**config.mk**
```make
export PLATFORM = sky130hd
export DESIGN_NAME = hbg_bridge_ctrl
export DESIGN_NICKNAME = d
export VERILOG_FILES = /design/src/hbg_pkg.sv /design/src/hbg_bridge_ctrl.sv /design/src/hbg_gate_ch.sv
export SDC_FILE = /design/constraint.sdc
export NUM_CORES = 1
export LEC_CHECK = 0
export ABC_CLOCK_PERIOD_IN_PS = 5500
export BUFFER_PORTS_ARGS = -buffer_cell sky130_fd_sc_hd__buf_2
export CORE_ASPECT_RATIO = 0.9
export CORE_UTILIZATION = 45
export CTS_BUF_LIST = sky130_fd_sc_hd__clkbuf_16
export CTS_CLUSTER_DIAMETER = 80
export DETAILED_ROUTE_END_ITERATION = 6
export MAX_ROUTING_LAYER = met4
export REMOVE_ABC_BUFFERS = 1
export SLEW_MARGIN = 20
export SYNTH_ARGS = -nofsm -noshare
export SYNTH_HDL_FRONTEND = slang
export SYNTH_SLANG_ARGS = --single-unit
```
**constraint.sdc**
```tcl
create_clock -name core_clk_in -period 5.5 [get_ports core_clk_in]
set_input_delay 0.275 -clock core_clk_in [delete_from_list [all_inputs] [get_ports core_clk_in]]
set_output_delay 0.275 -clock core_clk_in [all_outputs]
set_load 0.02 [all_outputs]
```
**src/hbg_pkg.sv**
```systemverilog
// Shared constants, register map and carrier types of the H-bridge gate control block.
package hbg_pkg;

    // ------------------------------------------------------------
    // Timing
    // ------------------------------------------------------------
    localparam int CLK_NS = 100;
    localparam int RPR_OHM = 10000;
    localparam int CPR_PF = 150;
    // Delay of 0.69 * R * C, the RC discharge to half voltage (ratio 2).
    localparam int CCP_NS = (69 * RPR_OHM * CPR_PF) / 100000;
    localparam int CCP_CYC = (CCP_NS + CLK_NS - 1) / CLK_NS;
    localparam int SCD_US = 10;
    localparam int SCD_CYC = (SCD_US * 1000) / CLK_NS;

    // ------------------------------------------------------------
    // Register map
    // ------------------------------------------------------------
    localparam int CW = 16;
    localparam int AW = 3;
    localparam logic [AW-1:0] A_DLY = 3'h0;
    localparam logic [AW-1:0] A_SCD = 3'h1;
    localparam logic [AW-1:0] A_LIVE = 3'h2;
    localparam logic [AW-1:0] A_IST = 3'h3;
    localparam logic [AW-1:0] A_IMSK = 3'h4;
    localparam logic [CW-1:0] DLY_RST = CW'(CCP_CYC);
    localparam logic [CW-1:0] SCD_RST = CW'(SCD_CYC);

    // Event bits: 0 overtemp, 1 supply high, 2 supply low, 3..6 short per gate.
    localparam int NEV = 7;
    localparam int EV_SC = 3;
    localparam logic [NEV-1:0] IMSK_RST = 7'h00;

    // Gate index order.
    localparam int G_UA = 0;
    localparam int G_LA = 1;
    localparam int G_UB = 2;
    localparam int G_LB = 3;

    typedef struct packed {
        logic [AW-1:0] addr;
        logic [CW-1:0] wdata;
        logic wr;
        logic rd;
    } hbg_bus_t;

    typedef struct packed {
        logic on;
        logic lat;
        logic [CW-1:0] dcnt;
        logic [CW-1:0] scnt;
    } hbg_ch_t;

    typedef struct packed {
        logic dir;
        logic pwm;
        logic [2:0] glob_prev;
        logic [3:0] sc_prev;
        logic [NEV-1:0] ist;
        logic [NEV-1:0] imsk;
        logic [CW-1:0] dly;
        logic [CW-1:0] scd;
        logic [CW-1:0] rdata;
    } hbg_top_t;

endpackage

```
**src/hbg_bridge_ctrl.sv**
```systemverilog
// Top of the H-bridge gate control block: truth table, fault forcing, registers and interrupt.
// Behaviour
// Enable low puts the block in standby: gates resistive, diagnostic released.
// Host waits 50 us after raising enable before relying on bridge.
// Host holds direction and PWM high at wake-up, braking, before standby.
// Without faults gates follow truth table of PWM and direction.
// In normal driving states the diagnostic output stays high.
// Overtemperature forces all gates to sink, serial line off, diagnostic low.
// Supply overvoltage forces all gates to sink, serial line off, diagnostic low.
// Supply undervoltage keeps all gates sinking and diagnostic low.
// High-side gate off when its node stays low past detection time.
// Low-side gate off when its node stays high past detection time.
// Short-latched gate stays off until direction or PWM changes.
// Short shutdown affects only the shorted transistor; others keep driving.
// Diagnostic is low whenever any fault is present, in real time.
// Input change turns affected gate off at once, on after delay.
// Cross-conduction delay is programmable, default 0.69 times R times C.
// Delay and detection times are clock counters set by configuration.
// Global faults override short handling and force all gates to sink.
//
// The register offsets and the address-and-strobe port are this design's own decisions.
`timescale 1ns/1ps
`default_nettype none
module hbg_bridge_ctrl (
    input wire logic core_clk_in,
    input wire logic rstn_in,
    input wire logic enable_in,
    input wire logic direction_in,
    input wire logic pwm_in,
    input wire logic overtemp_fault_in,
    input wire logic supply_high_fault_in,
    input wire logic supply_low_fault_in,
    input wire logic bridge_node_a_high_in,
    input wire logic bridge_node_b_high_in,
    input wire hbg_pkg::hbg_bus_t bus_in,
    output logic [hbg_pkg::CW-1:0] rdata_out,
    output logic upper_gate_a_out,
    output logic lower_gate_a_out,
    output logic upper_gate_b_out,
    output logic lower_gate_b_out,
    output logic gates_active_out,
    output logic fault_flag_n_out,
    output logic fault_flag_n_oe_n_out,
    output logic kline_off_out,
    output logic irq_out
);
    import hbg_pkg::*;

    // ------------------------------------------------------------
    // State and derived terms
    // ------------------------------------------------------------
    hbg_top_t s_q;
    hbg_top_t s_d;

    logic [2:0] glob;
    logic glob_any;
    logic kill;
    logic chg;
    logic [3:0] dem;
    logic [3:0] bad;
    logic [3:0] gates;
    logic [3:0] sc_lat;
    logic [NEV-1:0] ev;
    logic [NEV-1:0] w1c;
    logic any_fault;

    assign glob = {supply_low_fault_in, supply_high_fault_in, overtemp_fault_in};
    assign glob_any = |glob;

    // global faults first
    assign kill = !enable_in || glob_any;

    // edge of direction or PWM
    assign chg = (direction_in != s_q.dir) || (pwm_in != s_q.pwm);

    // ------------------------------------------------------------
    // Truth table
    // ------------------------------------------------------------
    // demanded gates
    assign dem[G_UA] = !pwm_in && direction_in;
    assign dem[G_LA] = pwm_in || !direction_in;
    assign dem[G_UB] = !pwm_in && !direction_in;
    assign dem[G_LB] = pwm_in || direction_in;

    // high side sees node low
    assign bad[G_UA] = !bridge_node_a_high_in;
    assign bad[G_UB] = !bridge_node_b_high_in;
    // low side sees node high
    assign bad[G_LA] = bridge_node_a_high_in;
    assign bad[G_LB] = bridge_node_b_high_in;

    // ------------------------------------------------------------
    // Gate channels
    // ------------------------------------------------------------
    // one latch per transistor
    genvar gi;
    generate
        for (gi = 0; gi < 4; gi++) begin : g_ch
            hbg_gate_ch u_ch (
                .clk_in(core_clk_in),
                .rstn_in(rstn_in),
                .demand_in(dem[gi]),
                .kill_in(kill),
                .change_in(chg),
                .node_bad_in(bad[gi]),
                .dly_cyc_in(s_q.dly),
                .scd_cyc_in(s_q.scd),
                .gate_on_out(gates[gi]),
                .short_out(sc_lat[gi])
            );
        end
    endgenerate

    // ------------------------------------------------------------
    // Events and register access
    // ------------------------------------------------------------
    assign ev = {sc_lat & ~s_q.sc_prev, glob & ~s_q.glob_prev};
    assign w1c = (bus_in.wr && bus_in.addr == A_IST) ? bus_in.wdata[NEV-1:0] : '0;

    always_comb begin
        s_d = s_q;
        s_d.dir = direction_in;
        s_d.pwm = pwm_in;
        s_d.glob_prev = glob;
        s_d.sc_prev = sc_lat;
        // A new event outranks a clear written in the same cycle.
        s_d.ist = (s_q.ist & ~w1c) | ev;
        if (bus_in.wr) begin
            unique case (bus_in.addr)
                // programmable delay
                A_DLY: s_d.dly = bus_in.wdata;
                // detection count
                A_SCD: s_d.scd = bus_in.wdata;
                A_IMSK: s_d.imsk = bus_in.wdata[NEV-1:0];
                default: ;
            endcase
        end
        s_d.rdata = '0;
        if (bus_in.rd) begin
            unique case (bus_in.addr)
                A_DLY: s_d.rdata = s_q.dly;
                A_SCD: s_d.rdata = s_q.scd;
                A_LIVE: s_d.rdata = CW'({enable_in, glob, sc_lat, gates});
                A_IST: s_d.rdata = CW'(s_q.ist);
                A_IMSK: s_d.rdata = CW'(s_q.imsk);
                default: s_d.rdata = '0;
            endcase
        end
    end

    always_ff @(posedge core_clk_in or negedge rstn_in) begin
        if (!rstn_in) begin
            s_q <= '0;
            s_q.dir <= 1'b1;
            s_q.pwm <= 1'b1;
            s_q.dly <= DLY_RST;
            s_q.scd <= SCD_RST;
            s_q.imsk <= IMSK_RST;
        end else begin
            s_q <= s_d;
        end
    end

    // ------------------------------------------------------------
    // Outputs
    // ------------------------------------------------------------
    // any fault pulls low
    assign any_fault = glob_any || (|sc_lat);

    // standby releases pins
    assign gates_active_out = enable_in;
    // diagnostic drive
    assign fault_flag_n_oe_n_out = !(enable_in && any_fault);
    // The pin is open drain, so the driven level is always low.
    assign fault_flag_n_out = 1'b0;
    // serial line off
    assign kline_off_out = enable_in && (overtemp_fault_in || supply_high_fault_in);

    assign upper_gate_a_out = gates[G_UA];
    assign lower_gate_a_out = gates[G_LA];
    assign upper_gate_b_out = gates[G_UB];
    assign lower_gate_b_out = gates[G_LB];
    assign rdata_out = s_q.rdata;
    assign irq_out = |(s_q.ist & s_q.imsk);
endmodule // hbg_bridge_ctrl
`default_nettype wire

```
**src/hbg_gate_ch.sv**
```systemverilog
// One gate channel: turn-on delay, short detection and short latch.
`timescale 1ns/1ps
`default_nettype none
module hbg_gate_ch (
    input wire logic clk_in,
    input wire logic rstn_in,
    input wire logic demand_in,
    input wire logic kill_in,
    input wire logic change_in,
    input wire logic node_bad_in,
    input wire logic [hbg_pkg::CW-1:0] dly_cyc_in,
    input wire logic [hbg_pkg::CW-1:0] scd_cyc_in,
    output logic gate_on_out,
    output logic short_out
);
    import hbg_pkg::*;

    hbg_ch_t s_q;
    hbg_ch_t s_d;

    always_comb begin
        s_d = s_q;
        // clear on change
        if (change_in) begin
            s_d.lat = 1'b0;
        end
        // off at once
        if (kill_in || !demand_in || s_q.lat) begin
            s_d.on = 1'b0;
            s_d.dcnt = '0;
        end else if (!s_q.on) begin
            // delay counter
            s_d.dcnt = s_q.dcnt + CW'(1);
            if (s_d.dcnt >= dly_cyc_in) begin
                s_d.on = 1'b1;
                s_d.dcnt = '0;
            end
        end
        // short timer
        if (s_q.on && node_bad_in && !kill_in) begin
            s_d.scnt = s_q.scnt + CW'(1);
            // The latch set is evaluated last so it wins over a same-cycle clear.
            if (s_d.scnt >= scd_cyc_in) begin
                s_d.lat = 1'b1;
                s_d.on = 1'b0;
                s_d.scnt = '0;
            end
        end else begin
            s_d.scnt = '0;
        end
    end

    always_ff @(posedge clk_in or negedge rstn_in) begin
        if (!rstn_in) begin
            s_q <= '0;
        end else begin
            s_q <= s_d;
        end
    end

    assign gate_on_out = s_q.on;
    assign short_out = s_q.lat;

endmodule // hbg_gate_ch
`default_nettype wire

```
==> results of run 1 <==
-- cells in the final DEF, fill, tap and decap left out, types with 25 or more instances in the layout --
master	synthesis	layout
a21o_1	29	29
a21oi_1	39	39
buf_2	9	53
clkbuf_16	0	25
dfrtp_1	199	199
ha_1	136	136
inv_1	56	63
nand2_1	155	155
nand2b_1	25	25
nand3_1	71	71
nor2_1	76	75
nor2b_1	69	69
o21ai_0	68	68
o21ai_1	30	30
xnor2_1	69	69
xor2_1	44	44
-- worst max-delay path, stage by stage, from the launching register on --
cell and delay (ns):
dfrtp_1 0.44, ha_1 0.26, nand3_1 0.13, or2_1 0.31, nor2_1 0.35, nand2_1 0.16, xnor2_1 0.16, ha_1 0.27
nand4_1 0.15, o21ai_0 0.10, a2111oi_1 0.52, nand3_1 0.61, a21oi_1 0.28, o21ai_0 0.12, o31ai_1 0.10
-- stage by stage --
stage,worst slack (ns),instances,util (%)
6_report,1.433,1793,51.09
5_1_grt,0.9342,1793,51.09
4_1_cts,1.407,1793,51.07
3_5_place_dp,1.450,1729,47.74
3_3_place_gp,1.657,1729,47.74
2_1_floorplan,2.062,1310,-
-- report_power, final --
group          internal (mW)  total, mW  switching, mW
Sequential              1.61       1.66         0.0557
Combinational          0.198      0.593          0.395
Clock                  0.869       1.53          0.662
Total                   2.67       3.79           1.11
-- registers in the layout, indices dropped and copies added, names as in the netlist --
register,count
s_q,55
g_ch.u_ch.short_out,4
rdata_out,16
g_ch.u_ch.gate_on_out,4
g_ch.u_ch.s_q,128
-- repair_timing --
| item | 4_1_cts | 5_1_grt |
|---|---|---|
| hold buffers | 19 | 0 |
| hold endpoints to repair | 116 | 0 |
| setup buffers | 0 | 0 |
| endpoints found under the setup margin | 0 | 0 |
-- kinds of logic after synthesis --
family,count (synthesis),share of synthesized area (%)
DFF,207,40.11
AOI/OAI and AO/OA,270,13.59
adders and majority gates,136,13.15
muxes,23,1.905
and+or+nand+nor,504,19.62
xor gates and xnor gates,113,7.649
buffers and inverters,115,3.945
other,1,0.02898
-- area by class of cell --
cell class	instances	area (µm²)	area share, %
clock buffer	25	625.6	4.360
clock inverter	20	120.1	0.8371
multi-input combinational	1047	7246	50.50
timing repair buffer	78	506.7	3.532
tap	360	450.4	3.139
inverter	56	210.2	1.465
sequential	207	5190	36.17
-- path summary, 6_finish.rpt --
path,to,slack (ns),cells past startpoint
worst max-delay path,g_ch[0].u_ch.s_q[28]$_DFFE_PN0P_,1.43,14
worst min-delay path,s_q[20]$_DFFE_PN0P_,0.03,3
worst max register to register,g_ch[0].u_ch.s_q[28]$_DFFE_PN0P_,1.43,14
worst min register to register,s_q[59]$_DFF_PN0_,0.42,1
max in group asynchronous,g_ch[0].u_ch.s_q[17]$_DFFE_PN0P_,3.77,3
min in group asynchronous,g_ch[3].u_ch.s_q[18]$_DFFE_PN0P_,0.39,2
-- layer usage --
| metal | GRT usage, % | vias up | routed length [µm] |
|---|---|---|---|
| li1 | - | 4897 | - |
| met1 | 32.94 | 4794 | 15890 |
| met2 | 36.28 | 245 | 14500 |
| met3 | 3.108 | 64 | 1744 |
| met4 | 7.148 | 0 | 919 |
| met5 | - | - | 0 |
==> impl_metrics.ini, run 1 <==
[timing]
tightestPinTransition_ns = 0.9875
post-route-period-util_pct = 73.94
period_needed_ns = 4.067
whs_ns = 0.02599
rsz0062_at_grt = false
drv_slew = 0
max_slew_margin_pct = 33.98
hold_viol = 0
finalSetupViolations = 0
setup-tns-final_ns = 0
fmax_mhz = 245.9
skew_ns = 0.01503

[worst_hold_path]
hold_class = in2reg
hold_start = bus_in[6]

[routing]
ant_nets = 0
vias = 10000
vias_per_cell = 5.577
drtIter0Drc = 671
drt-wirelength-per-cell_um = 18.43
drt_pass1_iterations = 6
route.detailed.drc = 0
routed_wl_um = 33050

[placement]
finalWeightedCongestion = 0.8931
io_buffers = 54
place_area_um2 = 13410
hpwl_um = 23770

[cts]
worst_setup_hold_path_clk_slew_ns = 0.06
numCtsBuffers = 25
root_buffer = clkbuf_16
cts_htree_levels = 1
ctsResizeCount = 0
clock-sinks = 207
tritoncts = yes
clkLatencyLatePin_ns = 0.54
clockBufferDepth = 3

[yosys]
yosys-top-cells-count = dfrtp_1, nand2_1, ha_1
synth_ff_type = dfrtp_1
yosysSeqAreaShare_pct = 40.11
synth_cell_types = 70
yosysTopAreaCell = dfrtp_1
synth_most_common_cell = dfrtp_1
ys_ff_latch = 207
synth-async-reset-ratio_pct = 100.0
avgSynthCellArea_um2 = 9.451
synth_edf_count = 0
syn-instance-count = 1369
synth_area_um2 = 12940
yosys-top-cells-area = dfrtp_1, ha_1, xnor2_1
yosys_warnings = 0
yosysTopAreaCellShare_pct = 38.49

[die]
die-height_um = 162.9
die_area_um2 = 29440
io_pins = 56
die_w_um = 180.7
coreArea_um2 = 28080
rows = 58
initial_utilization_pct = 46.07

[grt]
grt_usage_pct = 23.77
grt_pass1_wl_um = 53140
antenna_found_initial = 1
gr-total-overflow = 0
grt_max_degree = 98
grt_pass1_vias = 9676

[critical_path]
crit_path_start_kind = register
cp.required_ns = 5.93
cp_max_fo = 16
critPathCaptureType = register
critPathKind = reg2reg
r2r_start = g_ch[0].u_ch.s_q[16]$_DFFE_PN0P_
arrival_ns = 4.49
critPathLaunch = g_ch[0].u_ch.s_q[16]$_DFFE_PN0P_

[power]
power_mw = 3.787
p_leak_nw = 6.920
max-vdd-ir-drop_uv = 235.0
p_per_area_nw_per_um2 = 264.0

[outcome]
status = finished clean

[layout]
fin_area_um2 = 14350
drive_above_1_share_pct = 8.932
synthToLayoutAreaGrowth_pct = 10.90
nNetsFinal = 1582
antenna-diode-count = 0
nFillCells = 2590

[job]
cap_violations = 0
No activity file was read; power rests on OpenSTA's default activity.
==> inputs of run 2 (changes only) <==
--- a/config.mk
+++ b/config.mk
@@ -5,7 +5,7 @@
 export SDC_FILE = /design/constraint.sdc
 export NUM_CORES = 1
 export LEC_CHECK = 0
-export ABC_CLOCK_PERIOD_IN_PS = 5500
+export ABC_CLOCK_PERIOD_IN_PS = 4300
 export BUFFER_PORTS_ARGS = -buffer_cell sky130_fd_sc_hd__buf_2
 export CORE_ASPECT_RATIO = 0.9
 export CORE_UTILIZATION = 45
==> constraint.sdc (replaced) <==
create_clock -name core_clk_in -period 4.3 [get_ports core_clk_in]
set_input_delay 0.215 -clock core_clk_in [delete_from_list [all_inputs] [get_ports core_clk_in]]
set_output_delay 0.215 -clock core_clk_in [all_outputs]
set_load 0.02 [all_outputs]
==> impl_metrics.ini, run 2 (same netlist as run 1, synthesis figures left out) <==
[die]
io_pins = 56
initial_utilization_pct = 46.07
die_w_um = 180.7
die_area_um2 = 29440
rows = 58
coreArea_um2 = 28080
die-height_um = 162.9

[layout]
layout_commonest_cell = dfrtp_1
final_cells = 1800
drive_above_1_share_pct = 9.167
synthToLayoutAreaGrowth_pct = 11.48
utilization_pct = 51.36
largest_reg_flops = 128
top_register = g_ch.u_ch.s_q
final_cell_mix = dfrtp_1, nand2_1, ha_1, nor2_1, nand3_1
nNetsFinal = 1589
antenna-diode-count = 0

[cts]
clockBufferDepth = 3
clock-sinks = 207
numCtsBuffers = 25
root_buffer = clkbuf_16
tritoncts = yes
worst_setup_hold_path_clk_slew_ns = 0.06
ctsResizeCount = 0
cts_htree_levels = 1
clkLatencyLatePin_ns = 0.55

[timing]
finalSetupViolations = 0
post-route-period-util_pct = 90.71
drv_slew = 0
period_needed_ns = 3.901
hold_viol = 0
whs_ns = 0.04507
tightestPinTransition_ns = 1.005
max_slew_margin_pct = 32.78
setup-tns-final_ns = 0
rsz0062_at_grt = false
skew_ns = 0.01962
fmax_mhz = 256.4

[placement]
io_buffers = 54
hpwl_um = 23840
finalWeightedCongestion = 0.8920
dp_cells = 1732

[job]
cap_violations = 0

[power]
max-vdd-ir-drop_uv = 326.9
p_leak_nw = 6.965
p_per_area_nw_per_um2 = 337.7
power_mw = 4.871

[routing]
drt-wirelength-per-cell_um = 18.30
ant_nets = 0
route.detailed.drc = 0
drt_pass1_iterations = 5
vias = 9989
vias_per_cell = 5.549
routed_wl_um = 32940
drtIter0Drc = 730

[critical_path]
r2r_slack_ns = 0.40
arrival_ns = 4.34
r2r_cells = 15
critPathCaptureType = register
crit_path_start_kind = register
critPathKind = reg2reg
cp_max_fo = 23
cp.required_ns = 4.74
reg2reg_to = g_ch[2].u_ch.s_q[29]$_DFFE_PN0P_
r2r_start = g_ch[2].u_ch.s_q[16]$_DFFE_PN0P_

[grt]
antenna_found_initial = 1
grt_pass1_vias = 9691
grt_usage_pct = 23.64
grt_pass1_wl_um = 53250
grt_max_degree = 83
gr-total-overflow = 0

[worst_hold_path]
whs_path_depth = 3
hold_class = in2reg
hold_start = bridge_node_b_high_in
whs_endpoint = g_ch[2].u_ch.gate_on_out$_DFF_PN0_

[outcome]
status = finished clean
[run 2: what timing repair did]
item,in CTS,in global routing
endpoints found under the hold margin,131,0
buffers inserted,0,0
hold buffers,23,0
[run 2: power by group]
part           internal, mW  switching, mW  leakage [nW]
clock                  1.11          0.863         0.401
sequential             2.06         0.0701          2.77
combinational         0.260          0.509          3.79
[run 2: metrics by stage]
| stage | setup slack (ns) | instance area (µm²) |
|---|---|---|
| 2_1_floorplan | 0.8621 | 12640 |
| 5_1_grt | 0.07525 | 14420 |
| 4_1_cts | 0.4523 | 14420 |
| 6_report | 0.3994 | 14420 |
| 3_5_place_dp | 0.5014 | 13440 |
| 3_3_place_gp | 0.5856 | 13440 |
[run 2: final cells by class]
cell class	instances	area (µm²)
fill	2590	13660
timing repair buffer	85	581.8
sequential	207	5190
clock buffer	25	625.6
inverter	56	210.2
multi-input combinational	1047	7241
clock inverter	20	125.1
tap	360	450.4
[run 2: critical path, stage by stage, from the launching register on]
cell and delay, ns:
dfrtp_1 0.46, ha_1 0.29, and2_1 0.31, nand2_1 0.14
nor2_1 0.23, and3_1 0.21, xnor2_1 0.13, inv_1 0.07
ha_1 0.19, a211oi_1 0.38, nor2_4 0.08, a2111oi_4 0.38
o211ai_2 0.49, o21ai_1 0.28, nand2_1 0.07, o31ai_1 0.08
[run 2: how the worst max path moves through the flow]
stage,from,depth (start not counted),endpoint
after floorplan,g_ch[1].u_ch.s_q[16]$_DFFE_PN0P_,15,g_ch[1].u_ch.s_q[21]$_DFFE_PN0P_
after global placement,g_ch[2].u_ch.s_q[16]$_DFFE_PN0P_,15,g_ch[2].u_ch.s_q[22]$_DFFE_PN0P_
after detailed placement,g_ch[2].u_ch.s_q[16]$_DFFE_PN0P_,15,g_ch[2].u_ch.s_q[29]$_DFFE_PN0P_
after CTS,g_ch[2].u_ch.s_q[16]$_DFFE_PN0P_,15,g_ch[2].u_ch.s_q[28]$_DFFE_PN0P_
after global routing,g_ch[2].u_ch.s_q[16]$_DFFE_PN0P_,15,g_ch[2].u_ch.s_q[18]$_DFFE_PN0P_
final,g_ch[2].u_ch.s_q[16]$_DFFE_PN0P_,15,g_ch[2].u_ch.s_q[29]$_DFFE_PN0P_
[run 2: per-layer routing]
layer  track usage (%)  routed length, µm
met2             35.73              14250
met5                 -                  0
met1             33.08              16270
met3             3.444               1586
met4             6.333                837
==> inputs of run 3 (changes only) <==
--- a/config.mk
+++ b/config.mk
@@ -5,7 +5,7 @@
 export SDC_FILE = /design/constraint.sdc
 export NUM_CORES = 1
 export LEC_CHECK = 0
-export ABC_CLOCK_PERIOD_IN_PS = 4300
+export ABC_CLOCK_PERIOD_IN_PS = 3400
 export BUFFER_PORTS_ARGS = -buffer_cell sky130_fd_sc_hd__buf_2
 export CORE_ASPECT_RATIO = 0.9
 export CORE_UTILIZATION = 45
@@ -17,4 +17,5 @@
 export SLEW_MARGIN = 20
 export SYNTH_ARGS = -nofsm -noshare
 export SYNTH_HDL_FRONTEND = slang
+export SYNTH_HIERARCHICAL = 1
 export SYNTH_SLANG_ARGS = --single-unit
==> constraint.sdc (replaced) <==
create_clock -name core_clk_in -period 3.4 [get_ports core_clk_in]
set_input_delay 0.17 -clock core_clk_in [delete_from_list [all_inputs] [get_ports core_clk_in]]
set_output_delay 0.17 -clock core_clk_in [all_outputs]
set_load 0.02 [all_outputs]
==> impl_metrics.ini, run 3 <==
[outcome]
status = finished clean

[cts]
root_buffer = clkbuf_16
numCtsBuffers = 25
tritoncts = yes
clock-sinks = 207
clkLatencyLatePin_ns = 0.54
clockBufferDepth = 3
worst_setup_hold_path_clk_slew_ns = 0.06
cts_htree_levels = 1

[timing]
rsz0062_at_grt = false
tightestPinTransition_ns = 0.9703
layout_setup_ws_ns = 0.2865
skew_ns = 0.01730
period_needed_ns = 3.113
hold_viol = 0
finalSetupViolations = 0
post-route-period-util_pct = 91.57
drv_slew = 0
setup-tns-final_ns = 0
fmax_mhz = 321.2
max_slew_margin_pct = 35.31

[routing]
ant_nets = 0
met1_length_um = 16830
drt-wirelength-per-cell_um = 19.03
drt_pass1_iterations = 5
route.detailed.drc = 0
met2_length_um = 16310
drtIter0Drc = 523
vias = 10360
wl_met3_um = 1549
vias_per_cell = 5.536
top_layer = met4
routed_wl_um = 35620

[yosys]
synthXorXnorAreaFrac_pct = 7.176
yosys-top-cells-count = dfrtp_1, inv_1, ha_1
yosys-top-cells-area = dfrtp_1, ha_1, xnor2_1
synth_ff_type = dfrtp_1
synth_cell_types = 63
synth_top_family_by_area = simple AND/OR/NAND/NOR gates
syn-instance-count = 1401
yosysTopAreaCellShare_pct = 35.79
yosysSeqAreaShare_pct = 37.30
ys_ff_latch = 207
synth-async-reset-ratio_pct = 100.0
synthSimpleGateAreaFrac_pct = 17.73
synth-compound-area-share_pct = 14.41
synth_adder_area_share_pct = 12.23
synth_most_common_cell = dfrtp_1
synth_area_um2 = 13910
yosysTopAreaCell = dfrtp_1
avgSynthCellArea_um2 = 9.932
yosys_warnings = 6
yosys-mux-area-fraction_pct = 4.010
synth_edf_count = 0

[power]
max-vdd-ir-drop_uv = 372.4
p_leak_nw = 7.686
p_per_area_nw_per_um2 = 419.4

[layout]
nFillCells = 2757
final_cell_mix = dfrtp_1, inv_1, ha_1, nand2_1, xnor2_1
final_cells = 1872
top_register = g_ch.u_ch/s_q
antenna-diode-count = 0
largest_reg_flops = 128
utilization_pct = 51.05
layout_commonest_cell = dfrtp_1
synthToLayoutAreaGrowth_pct = 10.72
nNetsFinal = 1619
drive_above_1_share_pct = 15.18

[die]
coreArea_um2 = 30180
io_pins = 56
die-height_um = 168.8
initial_utilization_pct = 46.11
die_w_um = 187.4
rows = 60
die_area_um2 = 31630

[critical_path]
r2r_slack_ns = 0.29
crit_chain = ha_1 -> and4_1 -> nand4_2 -> nor2_1 -> xor2_1 -> ha_1 -> nand4_2 -> o21ai_0 -> a221oi_4 -> o21a_4 -> a32o_1
slowest_stage = dfrtp_1
arrival_ns = 3.58
cp_top_family = compound AO/OA/AOI/OAI gates
cpPeakStageDelay_ns = 0.46
cp_max_fo = 12
cp.required_ns = 3.86
path_buf_inv = 0
critPathCaptureType = register
critPathKind = reg2reg
crit_path_start_kind = register

[grt]
grt_pass1_vias = 10290
antenna_found_initial = 0
gr-total-overflow = 0
grt_max_degree = 78
grt_pass1_wl_um = 57030
grt_usage_pct = 23.75

[placement]
dp_cells = 1803
hpwl_um = 25400
io_buffers = 54
finalWeightedCongestion = 0.8263
place_ws_ns = 0.2878

[worst_hold_path]
hold_class = in2reg

[job]
cap_violations = 0
-- run 3: power breakdown --
group	switching (mW)	total, mW	internal [mW]	leakage [nW]
Clock	1.06	2.62	1.55	0.410
Combinational	0.540	0.946	0.406	4.50
Sequential	0.307	2.90	2.59	2.78
-- run 3: cell families (layout without fill, tap and decap cells) --
kind of cell    count (synthesis)  in the layout
xor+xnor                      114            114
compound gates                229            229
flops                         207            207
other cells                     1              1
buf+inv                       216            284
mux                            48             48
simple gates                  450            450
fa+ha+maj                     136            136
-- run 3: repair_timing --
action,in CTS,in global routing
resized for setup,0,1
hold buffers,24,0
setup buffers,0,1
hold endpoints to repair,127,0
endpoints found under the setup margin,0,12
-- run 3: per-stage QoR --
stage	hold WS [ns]	instance area (µm²)	power (mW)
2_1_floorplan	-0.1256	13490	3.412
3_3_place_gp	0.2444	14370	3.841
3_5_place_dp	0.2502	14370	3.875
4_1_cts	0.08885	15390	6.550
5_1_grt	0.1475	15410	6.769
6_report	0.1105	15410	6.461
-- run 3: per-layer routing --
layer  global-route usage (%)  vias to the layer above
li1                         -                     5029
met1                    32.05                     5077
met2                    37.40                      205
met3                    3.463                       52
met4                    6.201                        0
met5                        -                        -
-- run 3: layout make-up --
class	instances	area, µm²	share of cell area [%]
clock buffers	25	625.6	4.061
well taps	403	504.2	3.273
multi-input cells	978	7739	50.23
flip-flops and latches	207	5190	33.69
repair buffers	90	621.8	4.036
inverters	150	563.0	3.655
clock inverters	19	162.7	1.056
-- run 3: final timing paths --
check	from	end	cells after the start
setup / recovery	g_ch[2].u_ch/s_q[16]$_DFFE_PN0P_	g_ch[2].u_ch/s_q[23]$_DFFE_PN0P_	11
hold / removal	bridge_node_a_high_in	g_ch[1].u_ch/s_q[15]$_DFF_PN0_	4
setup reg to reg	g_ch[2].u_ch/s_q[16]$_DFFE_PN0P_	g_ch[2].u_ch/s_q[23]$_DFFE_PN0P_	11
hold reg to reg	g_ch[1].u_ch/s_q[31]$_DFFE_PN0P_	g_ch[1].u_ch/s_q[31]$_DFFE_PN0P_	1
max in group asynchronous	rstn_in	s_q[69]$_DFF_PN1_	3
min in group asynchronous	rstn_in	g_ch[2].u_ch/s_q[3]$_DFF_PN0_	2
-- run 3: worst register-to-register path: stages (launching register included) --
cell,delay [ns]
dfrtp_1,0.46
ha_1,0.28
and4_1,0.32
nand4_2,0.20
nor2_1,0.18
xor2_1,0.20
ha_1,0.28
nand4_2,0.13
o21ai_0,0.16
a221oi_4,0.33
o21a_4,0.31
a32o_1,0.20
